**config.mk**
```make
export PLATFORM = sky130hd
export DESIGN_NAME = udi_irq_ep_reset
export DESIGN_NICKNAME = d
export VERILOG_FILES = /design/src/rtl/udi_pkg.sv /design/src/rtl/udi_irq_ep_reset.sv
export VERILOG_INCLUDE_DIRS = /design/src /design/src/rtl
export SDC_FILE = /design/constraint.sdc
export NUM_CORES = 1
export LEC_CHECK = 0
export ABC_AREA = 1
export ABC_CLOCK_PERIOD_IN_PS = 3980
export BUFFER_PORTS_ARGS = -buffer_cell sky130_fd_sc_hd__buf_2
export CAP_MARGIN = 20
export CORE_MARGIN = 2
export CORE_UTILIZATION = 50
export CTS_CLUSTER_DIAMETER = 120
export DETAILED_ROUTE_END_ITERATION = 7
export MAX_ROUTING_LAYER = met4
export PLACE_DENSITY_LB_ADDON = 0.3
export SLEW_MARGIN = 20
export SYNTH_ARGS = -nofsm -noshare
export SYNTH_HDL_FRONTEND = slang
export SYNTH_SLANG_ARGS = --single-unit
```
**constraint.sdc**
```tcl
create_clock -name ref_clk -period 3.98 [get_ports ref_clk]
set_clock_uncertainty 0.05 [all_clocks]
set_input_delay 0.199 -clock ref_clk [delete_from_list [all_inputs] [get_ports ref_clk]]
set_output_delay 0.199 -clock ref_clk [all_outputs]
set_load 0.05 [all_outputs]
```
**src/rtl/udi_params.svh**
```systemverilog
// Offsets, field positions, reset values and timing counts of the block
`ifndef UDI_PARAMS_SVH
`define UDI_PARAMS_SVH
`define UDI_OFF_IRQ_ENABLE 8'h10
`define UDI_OFF_IRQ_DISABLE 8'h14
`define UDI_OFF_IRQ_VIEW 8'h18
`define UDI_OFF_IRQ_PENDING 8'h1c
`define UDI_OFF_IRQ_CLEAR 8'h20
`define UDI_OFF_EP_RESET 8'h28
`define UDI_OFF_CONTROL 8'h2c
`define UDI_BIT_SUSP 8
`define UDI_BIT_RSM 9
`define UDI_BIT_EXT 10
`define UDI_BIT_SOF 11
`define UDI_BIT_BRST 12
`define UDI_BIT_WAKE 13
`define UDI_CTL_ESR 0
`define UDI_CTL_RWU 1
`define UDI_ENABLE_RST 14'h0200
`define UDI_ENABLE_MASK 14'h2fff
`define UDI_CLEAR_MASK 14'h3f00
`define UDI_CLK_HZ 50000000
`define UDI_IDLE_US 3000
`define UDI_IDLE_CYCLES ((`UDI_CLK_HZ / 1000000) * `UDI_IDLE_US)
`endif

```
**src/rtl/udi_pkg.sv**
```systemverilog
// Types shared by the interrupt and endpoint reset block
package udi_pkg;
   typedef struct packed
   {
      logic [7:0] setup_received_flag;
      logic [7:0] bank0_received_flag;
      logic [7:0] bank1_received_flag;
      logic [7:0] transmit_done_flag;
      logic [7:0] stall_acknowledged_flag;
   } udi_ep_flags_type;
   typedef struct packed
   {
      logic bus_activity;
      logic host_resume_seen;
      logic frame_start_seen;
      logic bus_reset_done;
      logic resume_request;
   } udi_bus_type;
   typedef enum logic [1:0] {UDI_ACTIVE, UDI_SUSPENDED} udi_state_type;
endpackage

```
**src/rtl/udi_irq_ep_reset.sv**
```systemverilog
// Interrupt bookkeeping and endpoint FIFO reset for a USB device port
// Summary of operation
// - Disable register bits 0-7 written one turn off endpoint enables.
// - Disable bits 8-11 and 13 written one turn off event enables.
// - Mask register reads one for each enabled endpoint interrupt.
// - Mask register also shows the bus event enables.
// - Resume interrupt enable is set out of reset.
// - Endpoint status bit is high while any of its five flags is high.
// - Endpoint status clears only via its flags; status is read-only.
// - Three ms of bus idle sets suspend status and enters suspend.
// - Host resume signalling sets the resume status bit.
// - Rising resume request while suspended sets external resume status.
// - External resume drives bus resume when remote wakeup is enabled.
// - Each start-of-frame token sets the frame start status bit.
// - End of bus reset sets its status bit.
// - Host resume or bus reset sets wakeup status until cleared.
// - Clear register bits 8-13 written one clear bus event status.
// - Endpoint reset bit holds its FIFO pointers at zero.
// - Endpoint reset bit returns the data toggle to DATA0.
// - Enable register bits 0-11 and 13 written one set the matching enable.
// - Bus resume is driven only when send-resume enable is also set.
`timescale 1ns/10ps
`include "udi_params.svh"
module udi_irq_ep_reset
   import udi_pkg::*;
#(
   parameter int NUM_EP = 8,
   parameter int IDLE_CYCLES = `UDI_IDLE_CYCLES
)
(
   input wire logic ref_clk,
   input wire logic rst,
   input wire logic [7:0] s_axi_awaddr,
   input wire logic s_axi_awvalid,
   output logic s_axi_awready,
   input wire logic [31:0] s_axi_wdata,
   input wire logic [3:0] s_axi_wstrb,
   input wire logic s_axi_wvalid,
   output logic s_axi_wready,
   output logic [1:0] s_axi_bresp,
   output logic s_axi_bvalid,
   input wire logic s_axi_bready,
   input wire logic [7:0] s_axi_araddr,
   input wire logic s_axi_arvalid,
   output logic s_axi_arready,
   output logic [31:0] s_axi_rdata,
   output logic [1:0] s_axi_rresp,
   output logic s_axi_rvalid,
   input wire logic s_axi_rready,
   input wire udi_ep_flags_type ep_flags,
   input wire udi_bus_type bus_in,
   input wire logic [NUM_EP-1:0] toggle_advance,
   output logic [NUM_EP-1:0] ep_fifo_hold,
   output logic [NUM_EP-1:0] data_toggle,
   output logic suspended,
   output logic drive_resume,
   output logic irq
);
   localparam logic [13:0] ENABLE_RST = `UDI_ENABLE_RST;
   localparam logic [13:0] ENABLE_MASK = `UDI_ENABLE_MASK;
   localparam logic [13:0] CLEAR_MASK = `UDI_CLEAR_MASK;
   localparam logic [31:0] IDLE_LAST = 32'(IDLE_CYCLES - 1);

   logic [7:0] aw_addr_r;
   logic aw_full_r;
   logic [31:0] w_data_r;
   logic w_full_r;
   logic wr_go;
   logic [13:0] enable_r;
   logic [13:0] en_set;
   logic [13:0] en_clr;
   logic [13:0] clr_strobe;
   logic [13:8] event_r;
   logic [13:8] event_keep;
   logic [13:0] pending;
   logic [7:0] ep_reset_r;
   logic [1:0] control_r;
   logic [31:0] idle_cnt_r;
   udi_state_type state_r;
   logic req_prev_r;
   logic drive_resume_r;
   logic [NUM_EP-1:0] toggle_r;
   logic idle_hit;
   logic ext_event;
   logic [31:0] rd_val;

   // Write channel capture; address and data taken in either order
   assign s_axi_awready = !aw_full_r;
   assign s_axi_wready = !w_full_r;
   assign wr_go = aw_full_r && w_full_r && !s_axi_bvalid;

   always_ff @(posedge ref_clk or posedge rst)
   begin
      if (rst)
      begin
         aw_full_r <= 1'b0;
         aw_addr_r <= 8'h00;
      end
      else if (s_axi_awvalid && !aw_full_r)
      begin
         aw_full_r <= 1'b1;
         aw_addr_r <= s_axi_awaddr;
      end
      else if (wr_go)
         aw_full_r <= 1'b0;
   end

   always_ff @(posedge ref_clk or posedge rst)
   begin
      if (rst)
      begin
         w_full_r <= 1'b0;
         w_data_r <= 32'h00000000;
      end
      else if (s_axi_wvalid && !w_full_r)
      begin
         w_full_r <= 1'b1;
         w_data_r <= s_axi_wdata & {{8{s_axi_wstrb[3]}}, {8{s_axi_wstrb[2]}},
            {8{s_axi_wstrb[1]}}, {8{s_axi_wstrb[0]}}};
      end
      else if (wr_go)
         w_full_r <= 1'b0;
   end

   always_ff @(posedge ref_clk or posedge rst)
   begin
      if (rst)
      begin
         s_axi_bvalid <= 1'b0;
         s_axi_bresp <= 2'h0;
      end
      else if (wr_go)
      begin
         s_axi_bvalid <= 1'b1;
         case (aw_addr_r)
            `UDI_OFF_IRQ_ENABLE, `UDI_OFF_IRQ_DISABLE, `UDI_OFF_IRQ_CLEAR,
            `UDI_OFF_EP_RESET, `UDI_OFF_CONTROL: s_axi_bresp <= 2'h0;
            `UDI_OFF_IRQ_VIEW, `UDI_OFF_IRQ_PENDING: s_axi_bresp <= 2'h2;
            default: s_axi_bresp <= 2'h2;
         endcase
      end
      else if (s_axi_bready)
         s_axi_bvalid <= 1'b0;
   end

   // Write strobes decoded from the committed write
   always_comb
   begin
      en_set = 14'h0000;
      en_clr = 14'h0000;
      clr_strobe = 14'h0000;
      if (wr_go)
      begin
         case (aw_addr_r)
            `UDI_OFF_IRQ_ENABLE:
               en_set = w_data_r[13:0] & ENABLE_MASK;
            `UDI_OFF_IRQ_DISABLE:
               en_clr = w_data_r[13:0] & ENABLE_MASK;
            `UDI_OFF_IRQ_CLEAR:
               clr_strobe = w_data_r[13:0] & CLEAR_MASK;
            default: en_set = 14'h0000;
         endcase
      end
   end

   // Enable bits; disable wins over enable
   always_ff @(posedge ref_clk or posedge rst)
   begin
      if (rst)
         enable_r <= ENABLE_RST;
      else
         enable_r <= (enable_r | en_set) & ~en_clr;
   end

   always_ff @(posedge ref_clk or posedge rst)
   begin
      if (rst)
      begin
         ep_reset_r <= 8'h00;
         control_r <= 2'h0;
      end
      else if (wr_go && aw_addr_r == `UDI_OFF_EP_RESET)
         ep_reset_r <= w_data_r[7:0];
      else if (wr_go && aw_addr_r == `UDI_OFF_CONTROL)
         control_r <= w_data_r[1:0];
   end

   // Suspend detection from bus idle time
   assign idle_hit = idle_cnt_r == IDLE_LAST;

   always_ff @(posedge ref_clk or posedge rst)
   begin
      if (rst)
         idle_cnt_r <= 32'h00000000;
      else if (bus_in.bus_activity || state_r == UDI_SUSPENDED)
         idle_cnt_r <= 32'h00000000;
      else if (!idle_hit)
         idle_cnt_r <= idle_cnt_r + 32'h00000001;
   end

   always_ff @(posedge ref_clk or posedge rst)
   begin
      if (rst)
         state_r <= UDI_ACTIVE;
      else
      begin
         case (state_r)
            UDI_ACTIVE:
               if (idle_hit && !bus_in.bus_activity)
                  state_r <= UDI_SUSPENDED;
            UDI_SUSPENDED:
               if (bus_in.bus_activity || bus_in.host_resume_seen)
                  state_r <= UDI_ACTIVE;
            default: state_r <= UDI_ACTIVE;
         endcase
      end
   end

   always_ff @(posedge ref_clk or posedge rst)
   begin
      if (rst)
         req_prev_r <= 1'b0;
      else
         req_prev_r <= bus_in.resume_request;
   end

   assign ext_event = bus_in.resume_request && !req_prev_r
      && state_r == UDI_SUSPENDED;

   // Remote wakeup drive, held until bus activity returns or the state leaves suspend
   always_ff @(posedge ref_clk or posedge rst)
   begin
      if (rst)
         drive_resume_r <= 1'b0;
      else if (ext_event && control_r[`UDI_CTL_RWU]
         && control_r[`UDI_CTL_ESR])
         drive_resume_r <= 1'b1;
      else if (bus_in.bus_activity || state_r == UDI_ACTIVE)
         drive_resume_r <= 1'b0;
   end

   // Sticky bus event status; a set wins over a clear
   assign event_keep = event_r & ~clr_strobe[13:8];
   always_ff @(posedge ref_clk or posedge rst)
   begin
      if (rst)
         event_r <= 6'h00;
      else
      begin
         event_r[`UDI_BIT_SUSP] <= (state_r == UDI_ACTIVE && idle_hit
            && !bus_in.bus_activity) || event_keep[`UDI_BIT_SUSP];
         event_r[`UDI_BIT_RSM] <= bus_in.host_resume_seen
            || event_keep[`UDI_BIT_RSM];
         event_r[`UDI_BIT_EXT] <= ext_event
            || event_keep[`UDI_BIT_EXT];
         event_r[`UDI_BIT_SOF] <= bus_in.frame_start_seen
            || event_keep[`UDI_BIT_SOF];
         event_r[`UDI_BIT_BRST] <= bus_in.bus_reset_done
            || event_keep[`UDI_BIT_BRST];
         event_r[`UDI_BIT_WAKE] <= bus_in.host_resume_seen
            || bus_in.bus_reset_done || event_keep[`UDI_BIT_WAKE];
      end
   end

   // Endpoint status follows the endpoint flags, fifo hold and toggle
   genvar g;
   generate
      for (g = 0; g < NUM_EP; g++)
      begin : g_ep
         assign pending[g] = ep_flags.setup_received_flag[g]
            | ep_flags.bank0_received_flag[g]
            | ep_flags.bank1_received_flag[g]
            | ep_flags.transmit_done_flag[g]
            | ep_flags.stall_acknowledged_flag[g];
         assign ep_fifo_hold[g] = ep_reset_r[g];

         always_ff @(posedge ref_clk or posedge rst)
         begin
            if (rst)
               toggle_r[g] <= 1'b0;
            else if (ep_reset_r[g])
               toggle_r[g] <= 1'b0;
            else if (toggle_advance[g])
               toggle_r[g] <= !toggle_r[g];
         end
      end
   endgenerate

   assign pending[13:8] = event_r;
   assign data_toggle = toggle_r;
   assign suspended = state_r == UDI_SUSPENDED;
   assign drive_resume = drive_resume_r;
   assign irq = |(pending & enable_r);

   // Read channel
   always_comb
   begin
      case (s_axi_araddr)
         `UDI_OFF_IRQ_VIEW: rd_val = {18'h0, enable_r};
         `UDI_OFF_IRQ_PENDING: rd_val = {18'h0, pending};
         `UDI_OFF_EP_RESET: rd_val = {24'h000000, ep_reset_r};
         `UDI_OFF_CONTROL: rd_val = {30'h0, control_r};
         default: rd_val = 32'h00000000;
      endcase
   end

   assign s_axi_arready = !s_axi_rvalid;

   always_ff @(posedge ref_clk or posedge rst)
   begin
      if (rst)
      begin
         s_axi_rvalid <= 1'b0;
         s_axi_rdata <= 32'h00000000;
         s_axi_rresp <= 2'h0;
      end
      else if (s_axi_arvalid && !s_axi_rvalid)
      begin
         s_axi_rvalid <= 1'b1;
         s_axi_rdata <= rd_val;
         case (s_axi_araddr)
            `UDI_OFF_IRQ_VIEW, `UDI_OFF_IRQ_PENDING, `UDI_OFF_EP_RESET,
            `UDI_OFF_CONTROL: s_axi_rresp <= 2'h0;
            default: s_axi_rresp <= 2'h2;
         endcase
      end
      else if (s_axi_rready)
         s_axi_rvalid <= 1'b0;
   end

   // Checks
   property p_resume_en_reset;
      @(posedge ref_clk) $fell(rst) |-> enable_r[`UDI_BIT_RSM];
   endproperty
   a_resume_en_reset: assert property (p_resume_en_reset)
      else $error("resume enable not set after reset");
   property p_disable_wins;
      @(posedge ref_clk) disable iff (rst)
      (en_clr != 14'h0000) |=> ((enable_r & $past(en_clr)) == 14'h0000);
   endproperty
   a_disable_wins: assert property (p_disable_wins)
      else $error("disable strobe left enable set");
   property p_enable_set;
      @(posedge ref_clk) disable iff (rst)
      (en_set != 14'h0000 && en_clr == 14'h0000)
      |=> ((enable_r & $past(en_set)) == $past(en_set));
   endproperty
   a_enable_set: assert property (p_enable_set)
      else $error("enable strobe did not set enable");
   property p_irq_out;
      @(posedge ref_clk) disable iff (rst)
      irq == (|(pending & enable_r));
   endproperty
   a_irq_out: assert property (p_irq_out)
      else $error("irq does not match enabled status");
   property p_suspend_time;
      @(posedge ref_clk) disable iff (rst)
      (state_r == UDI_ACTIVE && idle_hit && !bus_in.bus_activity)
      |=> (suspended && event_r[`UDI_BIT_SUSP]);
   endproperty
   a_suspend_time: assert property (p_suspend_time)
      else $error("suspend not entered after idle");
   property p_wake_set;
      @(posedge ref_clk) disable iff (rst)
      (bus_in.host_resume_seen || bus_in.bus_reset_done)
      |=> event_r[`UDI_BIT_WAKE];
   endproperty
   a_wake_set: assert property (p_wake_set)
      else $error("wakeup status not set");
   property p_clear_event;
      @(posedge ref_clk) disable iff (rst)
      (clr_strobe[`UDI_BIT_SOF] && !bus_in.frame_start_seen)
      |=> !event_r[`UDI_BIT_SOF];
   endproperty
   a_clear_event: assert property (p_clear_event)
      else $error("frame start status not cleared");
   property p_toggle_reset;
      @(posedge ref_clk) disable iff (rst)
      (ep_reset_r[0]) |=> (data_toggle[0] == 1'b0);
   endproperty
   a_toggle_reset: assert property (p_toggle_reset)
      else $error("toggle not returned to DATA0");
   property p_remote_gate;
      @(posedge ref_clk) disable iff (rst)
      $rose(drive_resume) |-> $past(control_r) == 2'h3 && $past(ext_event);
   endproperty
   a_remote_gate: assert property (p_remote_gate)
      else $error("resume driven without enables");
   c_suspend: cover property (@(posedge ref_clk) disable iff (rst)
      $rose(suspended));
   c_ext: cover property (@(posedge ref_clk) disable iff (rst) ext_event);
   c_irq: cover property (@(posedge ref_clk) disable iff (rst) $rose(irq));
   c_drive: cover property (@(posedge ref_clk) disable iff (rst)
      $rose(drive_resume));
endmodule

```
==> results.sh, run 1 <==
export IMPL_powerDensity_nw_per_um2=509
export IMPL_grt_pass1_vias=5514
export IMPL_root_buffer="clkbuf_16"
export IMPL_cts_buffers=17
export IMPL_worst_path_most_repeated_cell="nand3_2"
export IMPL_antenna_left=0
export IMPL_outcome="finished, final reports clean"
export IMPL_min_path_type="in2reg"
export IMPL_cts_tree="built"
export IMPL_synthToLayoutAreaGrowth_pct=26.3
export IMPL_post_drt_via_cell_ratio=5.08
export IMPL_core_rowCount=40
export IMPL_rsz0062_at_grt="no"
export IMPL_layout_drive_gt1_share=0.219
export IMPL_grtUsageTotal=0.265
export IMPL_mostFrequentLayoutCell="nand2_1"
export IMPL_core_area_um2=12100
export IMPL_nets=1107
export IMPL_numPortBuffers=131
export IMPL_syn_inst=829
export IMPL_synth_edf_count=0
export IMPL_yosysWarnings=0
export IMPL_initial_core_util=0.515
export IMPL_clk_latency_ns=0.41
export IMPL_grt_antenna_before_repair=0
export IMPL_worst_path_buf_inv=2
export IMPL_die_area_um2=13300
export IMPL_ys_ff_latch=114
export IMPL_path_cells="inv_1, nand3_2, inv_2, nand3_2, nand2_1, o21ai_2"
export IMPL_layout_common_cells="nand2_1 (207), buf_2 (131), nor2_1 (125)"
export IMPL_peakVddDrop_uv=529
export IMPL_dr_first_iter_drc_count=416
export IMPL_cp_required_ns=4.22
export IMPL_max_freq_mhz=507
export IMPL_critPathKind="reg2reg"
export IMPL_cp_start_kind="flip-flop"
export IMPL_die_y_um=116
export IMPL_cp_max_fo=17
export IMPL_cts_buffer_depth=2
export IMPL_die_w_um=116
export IMPL_hold_viol=0
export IMPL_cts_resized=0
export IMPL_num_antenna_cells=0
export IMPL_avgSynthCellArea_um2=7.50
export IMPL_overflow=0
export IMPL_cp_arrival_ns=2.22
export IMPL_yosysSeqAreaShare=0.459
export IMPL_clkSinkCount=114
export IMPL_ioPinCount=172
export IMPL_grt_max_degree=52
export IMPL_setup_tns_final_ns=0
export IMPL_slowest_stage="nand3_2"
export IMPL_grt_pass1_wl_mm=26.6
export IMPL_gp_congestion=0.884
export IMPL_dr_pass1_iters=5
export IMPL_worstSetupEndpointType="flip-flop"
export IMPL_critical_path_top_delay_family="simple AND/OR/NAND/NOR gates"
export IMPL_relSlewSlack=0.407
export IMPL_setup_violations=0
export IMPL_placed_area_um2=6930
export IMPL_period_needed_ns=1.97
export IMPL_wl_per_cell_um=13.9
export IMPL_synth_ff_type="dfrtp_1"
export IMPL_slew_violations=0
export IMPL_htreeDepth=4
export IMPL_period_share=0.496
export IMPL_wl_mm=16.3
export IMPL_critPathMaxStageDelay_ns=0.38
export IMPL_async_flop_share=1.00
export IMPL_tightest_slew_ns=0.888
export IMPL_clk_pin_slew_ns=0.05
export IMPL_drv_cap=0
export IMPL_vias=5969
export IMPL_final_area_um2=7860
export IMPL_leakage_nw=3.91
export IMPL_synth_area_um2=6220
export IMPL_dp_hpwl_mm=11.7
export IMPL_route_detailed_drc=0
export IMPL_yosys_cell_types_count=34
==> report_power, final <==
part	switching (mW)	total [mW]	leakage, nW	internal (mW)
sequential	0.120	1.47	1.49	1.35
clock	0.514	1.62	0.304	1.10
combinational	0.678	0.917	2.12	0.240
total	1.31	4.00	3.91	2.69
==> final cells by class <==
cell class / instances / area (um^2)
clock buffers: 20 / 437
clock inverters: 11 / 186
fillers: 1041 / 4210
inverters: 82 / 310
multi-input cells: 614 / 2870
flip-flops and latches: 114 / 2850
well taps: 168 / 210
repair buffers: 165 / 986
==> synth_stat cells (4+ instances only) <==
cell | count | share of area
nor2_4 | 8 | 0.014
nor2_2 | 11 | 0.011
mux2_2 | 4 | 0.0072
nand3_1 | 85 | 0.068
o21ai_2 | 8 | 0.011
nor2_1 | 125 | 0.075
a21oi_1 | 43 | 0.035
o21bai_1 | 8 | 0.0097
buf_4 | 21 | 0.025
xor2_1 | 4 | 0.0056
nand2_1 | 207 | 0.12
o21ai_0 | 32 | 0.026
buf_2 | 8 | 0.0064
clkbuf_1 | 5 | 0.0030
nor3_1 | 17 | 0.014
a31oi_1 | 8 | 0.0081
inv_1 | 79 | 0.048
dfrtp_1 | 113 | 0.45
nand2_2 | 14 | 0.014
nand4_1 | 6 | 0.0060
==> timing repair <==
action	CTS	global route
buffers inserted	0	0
endpoints found under the setup margin	0	0
hold endpoints to repair	79	0
hold buffers	30	0
==> worst paths after layout <==
| path | from | to | slack, ns | depth (start not counted) |
|---|---|---|---|---|
| worst max-delay path | s_axi_bvalid | ep_fifo_hold[2] | 2.01 | 6 |
| worst max register to register | s_axi_bvalid | ep_fifo_hold[2] | 2.01 | 6 |
| worst min-delay path | s_axi_awaddr[3] | aw_addr_r[3] | 0.01 | 3 |
| min in group asynchronous | rst | idle_cnt_r[22] | 0.40 | 3 |
| max in group asynchronous | rst | enable_r[9] | 2.55 | 4 |
| worst min register to register | data_toggle[5] | data_toggle[5] | 0.40 | 1 |
==> worst min-delay path, cell delays in order <==
cell and delay, ns:
buf_2 0.08, nor2_1 0.04, a21oi_1 0.11
==> kinds of logic after synthesis <==
| kind of cell | Yosys count | share of synthesized area |
|---|---|---|
| and+or+nand+nor | 484 | 0.343 |
| buffers and inverters | 120 | 0.0906 |
| DFF | 114 | 0.459 |
| AOI/OAI and AO/OA | 101 | 0.0916 |
| xor gates and xnor gates | 4 | 0.00563 |
| muxes | 4 | 0.00724 |
| adders and majority gates | 1 | 0.00201 |
| other | 1 | 0.000603 |
==> flip-flops by register name, summed over array words and instances, names as in the netlist, 2 cells and up <==
register,count
aw_addr_r,8
control_r,2
data_toggle,8
enable_r,13
ep_fifo_hold,8
event_r,6
idle_cnt_r,32
s_axi_rdata,14
w_data_r,14
==> through the flow <==
stage | setup WS, ns | util | total power [mW] | cells | hold WS (ns)
final | 2.01 | 0.651 | 4.00 | 1174 | 0.0140
after global routing | 1.78 | 0.651 | 4.21 | 1174 | 0.0241
after CTS | 1.98 | 0.651 | 4.03 | 1174 | 0.00171
after detailed placement | 1.97 | 0.575 | 2.39 | 1113 | 0.277
after global placement | 2.06 | 0.575 | 2.36 | 1113 | 0.273
after floorplan | 0.717 | - | 2.15 | 848 | 0.180
==> routing by layer <==
metal	wire [um]	track usage
met4	446	0.110
met3	1020	0.0549
met1	7350	0.343
met5	0	-
met2	7460	0.409
Note: power is estimated with default switching activity, not from simulation.
==> run 2: changes to the inputs <==
ABC_CLOCK_PERIOD_IN_PS = 2000   (was 3980)
clock period = 2 ns   (was 3.98 ns; I/O delays follow)
==> results.sh, run 2 (same netlist as run 1, synthesis figures left out) <==
export IMPL_outcome="finished, final reports clean"
export IMPL_hold_ws_ns=0.0265
export IMPL_tightest_slew_ns=0.501
export IMPL_fillers=1001
export IMPL_htreeDepth=4
export IMPL_overflow=0
export IMPL_hold_path_depth=3
export IMPL_die_y_um=116
export IMPL_min_from="s_axi_wstrb[0]"
export IMPL_wl_per_cell_um=14.3
export IMPL_dr_wl_met2_mm=7.89
export IMPL_placed_area_um2=7000
export IMPL_die_area_um2=13300
export IMPL_hold_viol=0
export IMPL_place_ws_ns=0.280
export IMPL_grtUsageTotal=0.272
export IMPL_period_share=0.912
export IMPL_hold_end="w_data_r[5]"
export IMPL_cts_setup_buffers=0
export IMPL_powerDensity_nw_per_um2=971
export IMPL_rrSetupSlack_ns=0.18
export IMPL_top_register="idle_cnt_r"
export IMPL_wl_met1_mm=7.54
export IMPL_cp_start_kind="flip-flop"
export IMPL_min_path_type="in2reg"
export IMPL_route_detailed_drc=0
export IMPL_die_w_um=116
export IMPL_worst_slack_ns=0.176
export IMPL_antenna_left=0
export IMPL_core_rowCount=40
export IMPL_slew_violations=0
export IMPL_r2r_cells=6
export IMPL_setup_violations=0
export IMPL_post_layout_nonfiller_instances=1202
export IMPL_cp_required_ns=2.26
export IMPL_mostFrequentLayoutCell="nand2_1"
export IMPL_synthToLayoutAreaGrowth_pct=30.2
export IMPL_layout_drive_gt1_share=0.224
export IMPL_gp_congestion=0.902
export IMPL_worstSetupEndpointType="flip-flop"
export IMPL_num_antenna_cells=0
export IMPL_critical_path_top_delay_family="buffers and inverters"
export IMPL_regArea_um2=2850
export IMPL_clkSinkCount=114
export IMPL_multi_input_area_um2=2870
export IMPL_critPathMaxStageDelay_ns=0.59
export IMPL_dp_hpwl_mm=11.7
export IMPL_peakVddDrop_uv=723
export IMPL_wl_mm=17.2
export IMPL_path_cells="inv_1, nand2_1, clkinvlp_4, nand4_1, dlygate4sd3_1, o22a_1"
export IMPL_final_area_um2=8100
export IMPL_dr_first_iter_drc_count=404
export IMPL_layout_common_cells="nand2_1 (207), buf_2 (131), nor2_1 (125)"
export IMPL_period_needed_ns=1.82
export IMPL_core_area_um2=12100
export IMPL_post_drt_via_cell_ratio=5.10
export IMPL_setup_tns_final_ns=0
export IMPL_clk_pin_slew_ns=0.06
export IMPL_r2r_end="s_axi_rresp[1]"
export IMPL_grt_max_degree=94
export IMPL_top_layer_used="met4"
export IMPL_slowest_stage="dlygate4sd3_1"
export IMPL_rsz0062_at_grt="no"
export IMPL_clk_latency_ns=0.42
export IMPL_max_freq_mhz=548
export IMPL_initial_core_util=0.515
export IMPL_nets=1134
export IMPL_root_buffer="clkbuf_16"
export IMPL_ioPinCount=172
export IMPL_critPathKind="reg2reg"
export IMPL_dr_pass1_iters=7
export IMPL_placed_cells=1120
export IMPL_worst_path_buf_inv=3
export IMPL_cts_buffer_depth=2
export IMPL_fin_util=0.671
export IMPL_reg2reg_from="s_axi_rvalid"
export IMPL_largest_register_ffs=32
export IMPL_cp_arrival_ns=2.08
export IMPL_drv_cap=0
export IMPL_relSlewSlack=0.666
export IMPL_grt_pass1_wl_mm=27.1
export IMPL_grt_antenna_before_repair=0
export IMPL_cts_tree="built"
export IMPL_vias=6130
export IMPL_cts_buffers=17
export IMPL_cp_max_fo=16
export IMPL_grt_pass1_vias=5686
export IMPL_numPortBuffers=131
export IMPL_power_total_mw=7.87
export IMPL_leakage_nw=3.97
export IMPL_wl_met3_mm=1.12
export IMPL_top_regs="idle_cnt_r: 32 flops, s_axi_rdata: 14 flops, w_data_r: 14 flops"
## run 2: changes by cell type in the layout (fill, tap and decap cells not counted), moves of 2 or more
cell | previous run | this run
buf_4 | 4 | 10
bufinv_16 | 5 | 2
clkbuf_1 | 3 | 0
clkinv_2 | 4 | 1
clkinvlp_4 | 1 | 8
dlygate4sd3_1 | 30 | 50
inv_6 | 0 | 2
## run 2: area by class of cell
| type | count | area share |
|---|---|---|
| clock buffers | 18 | 0.0542 |
| clock inverters | 14 | 0.0193 |
| inverters | 82 | 0.0389 |
| multi-input cells | 614 | 0.355 |
| flip-flops and latches | 114 | 0.352 |
| well taps | 168 | 0.0260 |
| repair buffers | 192 | 0.155 |
## run 2: repair_timing
item	in CTS	in global routing
resized for setup	0	1
hold endpoints to repair	160	0
setup endpoints to repair	0	1
hold buffers	50	0
## run 2: routing by layer
metal / vias up / global-route usage
met5: - / -
met3: 51 / 0.0554
li1: 3012 / -
met4: 0 / 0.151
met2: 284 / 0.416
met1: 2783 / 0.340
## run 2: worst max path at each step
stage | start | to | depth (start not counted)
floorplan | s_axi_rvalid | s_axi_rdata[10] | 6
finish | s_axi_rvalid | s_axi_rresp[1] | 6
detailed placement | s_axi_bvalid | ep_fifo_hold[2] | 6
CTS | s_axi_rvalid | s_axi_rresp[1] | 6
global route | s_axi_rvalid | s_axi_rresp[1] | 6
global placement | s_axi_bvalid | ep_fifo_hold[3] | 6
## run 2: worst reg2reg max path, delay by kind of cell (launching register included)
family,cells,cell delay (ns)
AOI/OAI and AO/OA,1,0.16
and+or+nand+nor,2,0.23
DFF,1,0.36
buffers and inverters,3,0.91
## run 2: power by group
group / internal, mW / switching, mW
sequential: 2.69 / 0.248
clock: 1.88 / 1.13
combinational: 0.536 / 1.39
==> run 3: changes to the inputs <==
ABC_CLOCK_PERIOD_IN_PS = 1800   (was 2000)
clock period = 1.8 ns   (was 2 ns; I/O delays follow)
==> results.sh, run 3 (same netlist as run 1, synthesis figures left out) <==
export IMPL_power_total_mw=8.96
export IMPL_cts_buffer_depth=2
export IMPL_powerDensity_nw_per_um2=1090
export IMPL_clk_pin_slew_ns=0.06
export IMPL_critical_path_top_delay_family="flip-flops"
export IMPL_slew_violations=0
export IMPL_grt_max_degree=32
export IMPL_top_regs="idle_cnt_r: 32 flops, s_axi_rdata: 14 flops, w_data_r: 14 flops"
export IMPL_p_int_mw=5.99
export IMPL_period_needed_ns=1.70
export IMPL_grt_antenna_before_repair=1
export IMPL_setup_violations=0
export IMPL_grt_pass1_wl_mm=27.3
export IMPL_top_register="idle_cnt_r"
export IMPL_p_sw_mw=2.96
export IMPL_layout_drive_gt1_share=0.226
export IMPL_cp_start_kind="flip-flop"
export IMPL_hold_viol=0
export IMPL_peakVddDrop_uv=1080
export IMPL_critPathKind="reg2out"
export IMPL_vias=6092
export IMPL_die_w_um=116
export IMPL_ioPinCount=172
export IMPL_cts_buffers=17
export IMPL_slowest_stage="dfstp_2"
export IMPL_die_y_um=116
export IMPL_largest_register_ffs=32
export IMPL_dr_first_iter_drc_count=394
export IMPL_wl_mm=17.0
export IMPL_relSlewSlack=0.555
export IMPL_htreeDepth=4
export IMPL_grtUsageTotal=0.274
export IMPL_core_rowCount=40
export IMPL_die_area_um2=13300
export IMPL_cp_max_fo=3
export IMPL_min_path_type="in2reg"
export IMPL_cts_setup_buffers=0
export IMPL_outcome="finished, final reports clean"
export IMPL_wl_per_cell_um=14.1
export IMPL_grt_pass1_vias=5665
export IMPL_synthToLayoutAreaGrowth_pct=31.8
export IMPL_leakage_nw=4.03
export IMPL_numPortBuffers=131
export IMPL_critPathMaxStageDelay_ns=0.55
export IMPL_drv_cap=0
export IMPL_rsz0062_at_grt="no"
export IMPL_sw_frac_of_total=0.331
export IMPL_root_buffer="clkbuf_16"
export IMPL_setup_tns_final_ns=0
export IMPL_tightest_slew_ns=0.666
export IMPL_gp_congestion=0.918
export IMPL_post_drt_via_cell_ratio=5.05
export IMPL_dp_hpwl_mm=11.8
export IMPL_max_freq_mhz=589
export IMPL_fillers=974
export IMPL_p_comb_frac=0.241
export IMPL_worst_path_buf_inv=1
export IMPL_period_share=0.944
export IMPL_mostFrequentLayoutCell="nand2_1"
export IMPL_worstSetupEndpointType="primary output"
export IMPL_layout_common_cells="nand2_1 (207), buf_2 (131), nor2_1 (125)"
export IMPL_core_area_um2=12100
export IMPL_clk_latency_ns=0.41
export IMPL_cp_arrival_ns=1.56
export IMPL_antenna_left=0
export IMPL_overflow=0
export IMPL_clkPwrFrac=0.394
export IMPL_cp_required_ns=1.66
export IMPL_p_seq_frac=0.365
export IMPL_dr_pass1_iters=5
export IMPL_initial_core_util=0.515
export IMPL_path_cells="nand2_1, nand4_1, a21oi_1, nand3_1, buf_2"
export IMPL_cts_tree="built"
export IMPL_rrSetupSlack_ns=0.15
export IMPL_route_detailed_drc=0
export IMPL_clkSinkCount=114
export IMPL_nets=1138
run 3: changes by cell type in the layout (fill, tap and decap cells not counted), moves of 2 or more:
| cell | previous run | this run |
|---|---|---|
| dlygate4sd3_1 | 50 | 52 |
| diode_2 | 0 | 2 |
| clkbuf_8 | 1 | 6 |
| clkinvlp_4 | 8 | 4 |
| inv_6 | 2 | 0 |
run 3: area by class of cell:
type	count	area [um^2]	area share
tap	168	210	0.0257
sequential	114	2860	0.349
inverter	82	315	0.0385
multi-input combinational	614	2870	0.351
antenna	2	5.00	0.000611
clock buffer	23	508	0.0620
timing repair buffer	196	1300	0.159
clock inverter	8	124	0.0151
run 3: metrics by stage:
step | cell area, um^2 | instances | utilization | setup WS (ns) | hold slack, ns
after global placement | 7030 | 1122 | 0.583 | 0.239 | 0.167
final | 8190 | 1207 | 0.679 | 0.101 | 0.0186
after CTS | 8180 | 1205 | 0.678 | 0.0905 | 0.00633
after detailed placement | 7030 | 1122 | 0.583 | 0.198 | 0.166
after global routing | 8190 | 1206 | 0.679 | 0.00134 | 0.0371
after floorplan | 6300 | 848 | - | 0.0960 | 0.0714
run 3: routing by layer:
metal | GRT usage | vias to the layer above | routed length, um
met1 | 0.335 | 2750 | 7240
met2 | 0.431 | 277 | 7910
met3 | 0.0565 | 39 | 1280
met5 | - | - | 0
met4 | 0.142 | 0 | 602
li1 | - | 3026 | -
run 3: worst min-delay path, stage by stage:
cell and delay [ns]:
buf_2 0.14, nand3_1 0.11, o21ai_0 0.08
run 3: final timing paths:
check / cells past startpoint / endpoint / startpoint
worst max-delay path: 5 / irq / enable_r[9]
worst min-delay path: 3 / w_data_r[6] / s_axi_wstrb[0]
worst max register to register: 5 / w_data_r[8] / w_full_r
worst min register to register: 1 / data_toggle[6] / data_toggle[6]
max in group asynchronous: 4 / s_axi_rvalid / rst
min in group asynchronous: 3 / enable_r[7] / rst
run 3: power groups by stage:
| stage | clock network, mW | logic, mW | registers [mW] |
|---|---|---|---|
| after global placement | 0 | 2.00 | 3.28 |
| after CTS | 3.56 | 2.15 | 3.26 |
| after floorplan | 0 | 1.13 | 3.63 |
| after global routing | 3.70 | 2.35 | 3.32 |
| final | 3.53 | 2.16 | 3.27 |
| after detailed placement | 0 | 2.04 | 3.30 |
run 3: timing repair:
item,CTS,global route
resized for setup,0,1
hold buffers,52,0
hold endpoints to repair,65,0
endpoints found under the setup margin,0,3
